File: src/rtl/spi_pkg.sv
package spi_pkg;
    // ------------------------------------------------------------
    // Register offsets (byte addresses)
    // ------------------------------------------------------------
    localparam logic [7:0] ctrl_off = 8'h00;
    localparam logic [7:0] status_off = 8'h10;
    localparam logic [7:0] tx_data_off = 8'h0c;
    localparam logic [7:0] rx_data_off = 8'h08;
    localparam logic [7:0] irq_enable_set_off = 8'h14;
    localparam logic [7:0] irq_enable_clear_off = 8'h18;
    localparam logic [7:0] irq_enable_state_off = 8'h1c;
    localparam logic [7:0] select_cfg0_off = 8'h30;
    localparam logic [7:0] flag_input_off = 8'h20;
    // ------------------------------------------------------------
    // Flag bit positions
    // ------------------------------------------------------------
    localparam int rx_holding_full_bit = 0;
    localparam int tx_holding_empty_bit = 1;
    localparam int mode_fault_bit = 2;
    localparam int overrun_bit = 3;
    localparam int rx_count_done_bit = 4;
    localparam int tx_count_done_bit = 5;
    localparam int rx_buffers_done_bit = 6;
    localparam int tx_buffer_drained_bit = 7;
    localparam int select_in_rise_bit = 8;
    localparam int shift_path_empty_bit = 9;
    localparam int enabled_bit = 16;
    localparam int flag_count = 10;
    // ------------------------------------------------------------
    // Control and transmit data fields
    // ------------------------------------------------------------
    localparam int ctrl_enable_bit = 0;
    localparam int ctrl_disable_bit = 1;
    localparam int final_char_bit = 24;
    localparam int tx_pcs_lsb = 16;
    // ------------------------------------------------------------
    // Select config fields
    // ------------------------------------------------------------
    localparam int idle_level_bit = 0;
    localparam int phase_sel_bit = 1;
    localparam int hold_sel_bit = 3;
    localparam int bits_lsb = 4;
    localparam int baud_lsb = 8;
    localparam int lead_lsb = 16;
    localparam int inter_lsb = 24;
    localparam logic [31:0] select_cfg_reset = 32'h0000_0000;
    localparam logic [4:0] base_bits = 5'h08;
    localparam logic [13:0] inter_char_scale = 14'h0020;
    localparam int select_count = 4;
endpackage

File: src/rtl/spi_serializer.sv
`timescale 1ns/1ps
module spi_serializer
    import spi_pkg::*;
(
    input wire logic clk,
    input wire logic rst,
    input wire logic start,
    input wire logic [15:0] tx_word,
    input wire logic [4:0] bit_total,
    input wire logic [7:0] baud_divider,
    input wire logic clock_idle_level,
    input wire logic clock_phase_sel,
    input wire logic miso_in,
    output logic busy,
    output logic done,
    output logic [15:0] rx_word,
    output logic serial_clock_out,
    output logic mosi_out
);
    // ------------------------------------------------------------
    // Half-period modulus counter and shifter
    // ------------------------------------------------------------
    logic [7:0] div_reg;
    logic [5:0] edge_reg;
    logic [15:0] shift_reg;
    logic sclk_reg;
    logic [7:0] half_div;
    logic tick;

    // Odd dividers round the half period down; a divider of 1 toggles each cycle
    assign half_div = (baud_divider > 8'h01) ? {1'b0, baud_divider[7:1]} : 8'h01;
    assign tick = busy && (div_reg + 8'h01 >= half_div);
    assign serial_clock_out = sclk_reg ^ clock_idle_level;
    assign mosi_out = shift_reg[15];

    always_ff @(posedge clk or posedge rst) begin
        if (rst) begin
            div_reg <= 8'h00;
        end else if (start && !busy) begin
            // Preset so the first edge lands one cycle after start
            div_reg <= half_div - 8'h01;
        end else if (!busy || tick) begin
            div_reg <= 8'h00;
        end else begin
            div_reg <= div_reg + 8'h01;
        end
    end

    always_ff @(posedge clk or posedge rst) begin
        if (rst) begin
            busy <= 1'b0;
            done <= 1'b0;
            edge_reg <= 6'h00;
            sclk_reg <= 1'b0;
            shift_reg <= 16'h0000;
            rx_word <= 16'h0000;
        end else begin
            done <= 1'b0;
            if (start && !busy) begin
                busy <= 1'b1;
                edge_reg <= 6'h00;
                sclk_reg <= 1'b0;
                // Left-justify so the first bit is on bit 15 for lengths up to 16
                shift_reg <= tx_word << (5'h10 - bit_total);
            end else if (tick) begin
                sclk_reg <= ~sclk_reg;
                edge_reg <= edge_reg + 6'h01;
                // Phase 1 samples on leading edges, phase 0 on trailing ones
                if (edge_reg[0] != clock_phase_sel) begin
                    rx_word <= {rx_word[14:0], miso_in};
                end else if (edge_reg != 6'h00 || clock_phase_sel) begin
                    shift_reg <= {shift_reg[14:0], 1'b0};
                end
                if (edge_reg == {bit_total, 1'b0} - 6'h01) begin
                    busy <= 1'b0;
                    sclk_reg <= 1'b0;
                    done <= 1'b1;
                end
            end
        end
    end
endmodule // spi_serializer

File: src/rtl/spi_status_irq_chip_select.sv
// Functional notes
// - Select input rise sets flag until status read
// - Transmit data write clears shift-path empty
// - Shift-path empty after data, shifter, delay done
// - Status bit shows interface enabled
// - Enable, disable, mask share one bit map
// - Enable write ones set mask bits
// - Disable write ones clear mask bits
// - Mask register reads enabled sources
// - Clock idle level follows polarity bit
// - Phase bit picks change and sample edges
// - Hold bit keeps select until other select
// - Length code 0 to 8 gives 8-16 bits
// - Baud divider modulus counter sets clock rate
// - Baud divider resets to zero
// - Lead delay: half period or programmed cycles
// - Inter-character delay is 32 times setting
// - Zero inter-character delay inserts no gap
// - Final marker releases held select after char
//
// The placing of the registers and the plain strobed port were left to the implementer.
`timescale 1ns/1ps
module spi_status_irq_chip_select
    import spi_pkg::*;
(
    input wire logic clk,
    input wire logic rst,
    input wire logic [7:0] addr,
    input wire logic [31:0] wdata,
    input wire logic wr_en,
    input wire logic rd_en,
    output logic [31:0] rdata,
    input wire logic slave_select_in,
    input wire logic miso_in,
    output logic mosi_out,
    output logic serial_clock_out,
    output logic [3:0] peripheral_select_out,
    output logic irq
);
    import spi_pkg::*;

    typedef enum logic [4:0] {
        st_idle = 5'b00001,
        st_lead = 5'b00010,
        st_shift = 5'b00100,
        st_gap = 5'b01000,
        st_release = 5'b10000
    } xfer_state_t;

    // ------------------------------------------------------------
    // Registers
    // ------------------------------------------------------------
    logic enabled_reg;
    logic [flag_count-1:0] mask_reg;
    logic [31:0] cfg_reg [select_count];
    logic [15:0] tx_data_reg;
    logic [1:0] tx_sel_reg;
    logic tx_final_reg;
    logic tx_pending_reg;
    logic [15:0] rx_data_reg;
    logic rx_holding_full;
    logic mode_fault_flag;
    logic overrun_flag;
    logic select_in_rise_flag;
    logic shift_path_empty;
    logic [3:0] dma_flags_reg;
    logic ss_prev_reg;
    xfer_state_t state_reg;
    logic [1:0] cur_sel_reg;
    logic [15:0] cur_word_reg;
    logic cur_final_reg;
    logic select_active_reg;
    logic [13:0] wait_reg;
    logic [flag_count-1:0] flags;

    // ------------------------------------------------------------
    // Decode of the active select's settings
    // ------------------------------------------------------------
    logic [31:0] cur_cfg;
    logic [4:0] bit_total;
    logic [7:0] baud_divider;
    logic [7:0] lead_delay;
    logic [7:0] inter_char_delay;
    logic hold_select_after;
    logic start_shift;
    logic ser_busy;
    logic ser_done;
    logic [15:0] ser_rx;
    logic status_rd;
    logic tx_wr;
    logic [7:0] lead_cycles;

    // Start and first edge use two cycles; shorter leads stretch to two
    assign lead_cycles = (cfg_reg[tx_sel_reg][lead_lsb +: 8] == 8'h00) ?
                         {1'b0, cfg_reg[tx_sel_reg][baud_lsb + 1 +: 7]} :
                         cfg_reg[tx_sel_reg][lead_lsb +: 8];

    assign cur_cfg = cfg_reg[cur_sel_reg];
    assign bit_total = base_bits + {1'b0, cur_cfg[bits_lsb +: 4]};
    assign baud_divider = cur_cfg[baud_lsb +: 8];
    assign lead_delay = cur_cfg[lead_lsb +: 8];
    assign inter_char_delay = cur_cfg[inter_lsb +: 8];
    assign hold_select_after = cur_cfg[hold_sel_bit];
    assign status_rd = rd_en && (addr == status_off);
    assign tx_wr = wr_en && (addr == tx_data_off);
    assign start_shift = (state_reg == st_lead) && (wait_reg == 14'h0000);

    spi_serializer u_ser (
        .clk(clk),
        .rst(rst),
        .start(start_shift),
        .tx_word(cur_word_reg),
        .bit_total(bit_total),
        .baud_divider(baud_divider),
        .clock_idle_level(cur_cfg[idle_level_bit]),
        .clock_phase_sel(cur_cfg[phase_sel_bit]),
        .miso_in(miso_in),
        .busy(ser_busy),
        .done(ser_done),
        .rx_word(ser_rx),
        .serial_clock_out(serial_clock_out),
        .mosi_out(mosi_out)
    );

    // ------------------------------------------------------------
    // Control, mask and configuration writes
    // ------------------------------------------------------------
    always_ff @(posedge clk or posedge rst) begin
        if (rst) begin
            enabled_reg <= 1'b0;
        end else if (wr_en && addr == ctrl_off) begin
            // Disable wins when both bits are written together
            if (wdata[ctrl_disable_bit]) begin
                enabled_reg <= 1'b0;
            end else if (wdata[ctrl_enable_bit]) begin
                enabled_reg <= 1'b1;
            end
        end
    end

    always_ff @(posedge clk or posedge rst) begin
        if (rst) begin
            mask_reg <= '0;
        end else if (wr_en && addr == irq_enable_set_off) begin
            mask_reg <= mask_reg | wdata[flag_count-1:0];
        end else if (wr_en && addr == irq_enable_clear_off) begin
            mask_reg <= mask_reg & ~wdata[flag_count-1:0];
        end
    end

    generate
        for (genvar i = 0; i < select_count; i++) begin : g_cfg
            always_ff @(posedge clk or posedge rst) begin
                if (rst) begin
                    cfg_reg[i] <= select_cfg_reset;
                end else if (wr_en && addr == select_cfg0_off + 8'(4 * i)) begin
                    cfg_reg[i] <= wdata & 32'hffff_fffb;
                end
            end
        end
    endgenerate

    // Stand-ins for the DMA counters, which live outside this block
    always_ff @(posedge clk or posedge rst) begin
        if (rst) begin
            dma_flags_reg <= 4'h0;
        end else if (wr_en && addr == flag_input_off) begin
            dma_flags_reg <= wdata[3:0];
        end
    end

    // ------------------------------------------------------------
    // Transmit holding register
    // ------------------------------------------------------------
    always_ff @(posedge clk or posedge rst) begin
        if (rst) begin
            tx_data_reg <= 16'h0000;
            tx_sel_reg <= 2'h0;
            tx_final_reg <= 1'b0;
            tx_pending_reg <= 1'b0;
        end else begin
            if (state_reg == st_idle && tx_pending_reg && enabled_reg) begin
                tx_pending_reg <= 1'b0;
            end
            if (tx_wr) begin
                tx_data_reg <= wdata[15:0];
                tx_final_reg <= wdata[final_char_bit];
                // Lowest zero bit of the select field picks the line
                tx_sel_reg <= !wdata[tx_pcs_lsb] ? 2'h0 : !wdata[tx_pcs_lsb + 1] ? 2'h1 :
                              !wdata[tx_pcs_lsb + 2] ? 2'h2 : 2'h3;
                tx_pending_reg <= 1'b1;
            end
        end
    end

    // ------------------------------------------------------------
    // Transfer sequencer
    // ------------------------------------------------------------
    always_ff @(posedge clk or posedge rst) begin
        if (rst) begin
            state_reg <= st_idle;
            cur_sel_reg <= 2'h0;
            cur_word_reg <= 16'h0000;
            cur_final_reg <= 1'b0;
            select_active_reg <= 1'b0;
            wait_reg <= 14'h0000;
        end else begin
            case (state_reg)
                st_idle: begin
                    if (tx_pending_reg && enabled_reg) begin
                        cur_word_reg <= tx_data_reg;
                        cur_final_reg <= tx_final_reg;
                        cur_sel_reg <= tx_sel_reg;
                        select_active_reg <= 1'b1;
                        state_reg <= st_lead;
                        // Chained characters on a held select skip the lead wait
                        if (select_active_reg && cur_sel_reg == tx_sel_reg) begin
                            wait_reg <= 14'h0000;
                        end else if (lead_cycles > 8'h02) begin
                            wait_reg <= {6'h00, lead_cycles - 8'h02};
                        end else begin
                            wait_reg <= 14'h0000;
                        end
                    end
                end
                st_lead: begin
                    if (wait_reg != 14'h0000) begin
                        wait_reg <= wait_reg - 14'h0001;
                    end else begin
                        state_reg <= st_shift;
                    end
                end
                st_shift: begin
                    if (ser_done) begin
                        wait_reg <= 14'(inter_char_scale * {6'h00, inter_char_delay});
                        state_reg <= st_gap;
                    end
                end
                st_gap: begin
                    if (wait_reg != 14'h0000) begin
                        wait_reg <= wait_reg - 14'h0001;
                    end else begin
                        state_reg <= st_release;
                    end
                end
                st_release: begin
                    // Held select stays low unless the final marker closes it
                    if (!hold_select_after || cur_final_reg) begin
                        select_active_reg <= 1'b0;
                    end
                    state_reg <= st_idle;
                end
                default: begin
                    state_reg <= st_idle;
                end
            endcase
        end
    end

    always_comb begin
        peripheral_select_out = 4'hf;
        if (select_active_reg) begin
            peripheral_select_out[cur_sel_reg] = 1'b0;
        end
    end

    // ------------------------------------------------------------
    // Status flags; a set in the clearing cycle wins, except that a data write clears shift-path empty
    // ------------------------------------------------------------
    always_ff @(posedge clk or posedge rst) begin
        if (rst) begin
            ss_prev_reg <= 1'b1;
            select_in_rise_flag <= 1'b0;
            mode_fault_flag <= 1'b0;
            overrun_flag <= 1'b0;
        end else begin
            ss_prev_reg <= slave_select_in;
            if (slave_select_in && !ss_prev_reg) begin
                select_in_rise_flag <= 1'b1;
            end else if (status_rd) begin
                select_in_rise_flag <= 1'b0;
            end
            if (ser_done && rx_holding_full) begin
                overrun_flag <= 1'b1;
            end else if (status_rd) begin
                overrun_flag <= 1'b0;
            end
            if (status_rd) begin
                mode_fault_flag <= 1'b0;
            end
        end
    end

    always_ff @(posedge clk or posedge rst) begin
        if (rst) begin
            rx_holding_full <= 1'b0;
            rx_data_reg <= 16'h0000;
        end else if (ser_done) begin
            rx_holding_full <= 1'b1;
            rx_data_reg <= ser_rx;
        end else if (rd_en && addr == rx_data_off) begin
            rx_holding_full <= 1'b0;
        end
    end

    always_ff @(posedge clk or posedge rst) begin
        if (rst) begin
            shift_path_empty <= 1'b1;
        end else if (tx_wr) begin
            shift_path_empty <= 1'b0;
        end else if (state_reg == st_release && !tx_pending_reg && !ser_busy) begin
            shift_path_empty <= 1'b1;
        end
    end

    assign flags = {shift_path_empty, select_in_rise_flag, dma_flags_reg,
                    overrun_flag, mode_fault_flag,
                    enabled_reg && !tx_pending_reg, rx_holding_full};
    assign irq = |(flags & mask_reg);

    // ------------------------------------------------------------
    // Read port, one cycle latency
    // ------------------------------------------------------------
    always_ff @(posedge clk or posedge rst) begin
        if (rst) begin
            rdata <= 32'h0000_0000;
        end else if (!rd_en) begin
            rdata <= 32'h0000_0000;
        end else if (addr == status_off) begin
            rdata <= {15'h0000, enabled_reg, 6'h00, flags};
        end else if (addr == irq_enable_state_off) begin
            rdata <= {22'h000000, mask_reg};
        end else if (addr == rx_data_off) begin
            rdata <= {16'h0000, rx_data_reg};
        end else if (addr == flag_input_off) begin
            rdata <= {28'h0000000, dma_flags_reg};
        end else if (addr >= select_cfg0_off && addr < select_cfg0_off + 8'h10
                     && addr[1:0] == 2'b00) begin
            rdata <= cfg_reg[addr[3:2]];
        end else begin
            rdata <= 32'h0000_0000;
        end
    end
endmodule // spi_status_irq_chip_select

File: config.mk
export PLATFORM = sky130hd
export DESIGN_NAME = spi_status_irq_chip_select
export DESIGN_NICKNAME = d
export VERILOG_FILES = /design/src/rtl/spi_pkg.sv /design/src/rtl/spi_serializer.sv /design/src/rtl/spi_status_irq_chip_select.sv
export SDC_FILE = /design/constraint.sdc
export NUM_CORES = 1
export LEC_CHECK = 0
export BUFFER_PORTS_ARGS = -buffer_cell sky130_fd_sc_hd__buf_2
export CORE_MARGIN = 2
export CORE_UTILIZATION = 35
export DETAILED_ROUTE_END_ITERATION = 8
export GPL_TIMING_DRIVEN = 1
export SLEW_MARGIN = 20
export SYNTH_ARGS = -nofsm -noshare
export SYNTH_HDL_FRONTEND = slang
export SYNTH_SLANG_ARGS = --single-unit
File: constraint.sdc
create_clock -name clk -period 12.4 [get_ports clk]
set_clock_uncertainty 0.1 [all_clocks]
set_input_delay 1.24 -clock clk [delete_from_list [all_inputs] [get_ports clk]]
set_output_delay 1.24 -clock clk [all_outputs]
set_load 0.02 [all_outputs]
==> metrics.txt <==
Via-to-Cell Ratio 5.54; num rows 76; CTS root buf clkbuf_16; post-synthesis sequential area ratio 0.491; CP max FO 16; most frequent cells in the layout 296 x dfrtp_1, 210 x mux2_2, 84 x buf_2; syn nets 1,246; final net count 1,316; die span in y 213 um; slew at the pin closest to its max-slew limit 0.979 ns; port bufs 84; CP Data Arrival Time 4.66 ns; pin count of the biggest net entering global routing 87; TritonCTS Buffers 36; dpl ws 8.14 ns; drt initial violations 667; hold_buf cts 0; Crit Path Class reg2reg; Slew Limit Fails 0; fmax 230 MHz; RSZ-0062 raised after global routing false; CP Capture Type flip-flop; CTS clk-pin slew, worst paths 0.06 ns; ys flop type dfrtp_1; Worst path max stage delay 0.70 ns; pwr dens 143 nW/um^2; Worst-Skew Late Latency 0.55 ns; H-tree depth 2; Final Setup Violations 0; Max stage delay cell, worst path nand3_1; post-layout min period 4.34 ns; Syn Area/Cell 12.9 sq um; Synth Instances 1,186; Final Util 0.407; Routed Antenna Nets 0; Routed WL per cell 20.9 um; CP top delay family compound AO/OA/AOI/OAI gates; Starting Density 0.355; asr flop ratio synth 1.00; Final Cycle Share 0.350; Largest register FFs 124; CP Launch Type flip-flop; final design instance area without fill 17,500 sq um; number of global-route vias before repair 10,400; DR DRC count 0; Setup Fix Bufs, Post-CTS 0; Tot Pwr 2510 uW; PostCTS Resize Cnt 0; dpl cell area 16,300 sq um; total length of routed wires 38,900 um; Top Ports 85; total core area 43,100 sq um; first-pass GRT wire length 61,700 um; CTS sink cnt 300; required time worst endpoint 12.72 ns; #FFs+latches synth 300; fraction of layout cells with a size suffix above 1 0.365; setup tns final 0 ns; Hold/Removal Path Class reg2reg; CTS tree built; n_diodes 0; placer congestion estimate 0.853; CTS max path bufs 3; Initial DRT Pass Iterations 5; die footprint 45,400 sq um; Post-Syn Area 15,300 sq um; DPL Wire Length 26,400 um; vias 10,300; Final Hold Viols 0; crit path buf inv count 0; VDD IR max 0.0837 mV; max cap viols 0; crit path cell chain mux4_2 > nor3_1 > a31o_2 > ha_1 > nand2b_1 > a31oi_1 > o21ai_0 > a221o_1 > nand3_1 > mux2_2; most common cell after layout, fill and taps aside dfrtp_1; width of the die 213 um; P_leak 0.00810 uW; result of the run finished clean; R2R setup slack 8.06 ns; warning count from the yosys run 0; EDFF count, synth 0; grt ovf 0; Total GRT Usage 0.176; post-layout worst setup margin 8.06 ns; P&R area growth vs syn 14.5%; initial antenna violation count 0; count of cell types in the netlist 88; Slew Limit Headroom 0.347
cell families after synthesis:
| logic type | Yosys count | share of synthesized area |
|---|---|---|
| AOI/OAI and AO/OA | 194 | 0.0867 |
| xor gates and xnor gates | 25 | 0.0162 |
| adders and majority gates | 14 | 0.0114 |
| buffers and inverters | 99 | 0.0281 |
| DFF | 300 | 0.491 |
| muxes | 312 | 0.280 |
| other | 1 | 0.000245 |
| and+or+nand+nor | 241 | 0.0868 |
final cells by class:
type,instances,area (sq um)
clock buffers,47,1010
inverters,29,116
multi-input cells,787,7360
repair buffers,102,557
fillers,4046,25600
flip-flops and latches,300,7510
well taps,585,732
clock inverters,16,231
synth_stat cells, types with 3 or more instances:
cell	count	area, sq um
a211o_1	7	61.3
a21o_1	4	30.0
a21oi_1	39	195
a221oi_1	4	35.0
a22o_1	5	43.8
a22oi_1	27	203
a31oi_1	13	81.3
a32oi_1	4	35.0
a41oi_1	4	35.0
and2_1	10	62.6
and3_1	30	188
and4_1	3	26.3
buf_1	17	63.8
buf_2	11	55.1
buf_6	4	45.0
clkbuf_1	36	135
dfrtp_1	297	7430
dfstp_2	3	78.8
ha_1	14	175
inv_1	29	109
mux2_2	210	2360
mux2i_1	30	300
mux4_2	70	1580
nand2_1	63	236
nand2b_1	4	25.0
nand3_1	24	120
nand3b_1	5	37.5
nand4_1	6	37.5
nor2_1	32	120
nor2b_1	3	18.8
nor3_1	19	95.1
nor3b_1	4	30.0
nor4_1	7	43.8
nor4b_1	5	43.8
o21ai_0	36	180
o21ai_1	6	30.0
o22ai_1	8	50.1
o31ai_1	7	52.6
or3_1	3	18.8
or4_1	5	37.5
xnor2_1	15	131
xor2_1	7	61.3
per-layer routing:
metal  vias to the layer above  global-route usage  part of all wire
li1                       4630                   -                 -
met1                      5339               0.249              0.45
met2                       283               0.265              0.45
met3                        80              0.0287             0.055
met4                         0              0.0820             0.041
met5                         -                   0                 0
metrics by stage:
stage          hold slack (ns)  instances
2_1_floorplan            0.350       1186
5_1_grt                  0.395       1866
4_1_cts                  0.381       1865
6_report                 0.381       1866
3_5_place_dp             0.368       1802
3_3_place_gp             0.362       1802
worst register-to-register path: cells and delay by family (launching register included):
kind | cells | cell delay [ns]
flops | 1 | 0.59
compound gates | 4 | 1.14
fa+ha+maj | 1 | 0.14
mux | 2 | 1.14
simple gates | 3 | 1.11
power by group:
part           leakage, uW  switching [uW]  internal [uW]  total (uW)
clock             0.000605             432            681        1110
sequential         0.00413            44.1           1020        1070
combinational      0.00336             197            134         331
worst paths after layout:
kind	start	endpoint	cells past startpoint
worst max-delay path	cur_sel_reg[0]$_DFFE_PP0P_	u_ser.rx_word[12]$_DFFE_PP0P_	10
worst min-delay path	u_ser.shift_reg[8]$_DFFE_PP0P_	u_ser.shift_reg[8]$_DFFE_PP0P_	1
worst min register to register	u_ser.shift_reg[8]$_DFFE_PP0P_	u_ser.shift_reg[8]$_DFFE_PP0P_	1
worst max register to register	cur_sel_reg[0]$_DFFE_PP0P_	u_ser.rx_word[12]$_DFFE_PP0P_	10
max in group asynchronous	rst	rdata[14]$_DFF_PP0_	4
min in group asynchronous	rst	tx_data_reg[8]$_DFFE_PP0P_	2
Note: power is estimated with default switching activity, not from simulation.
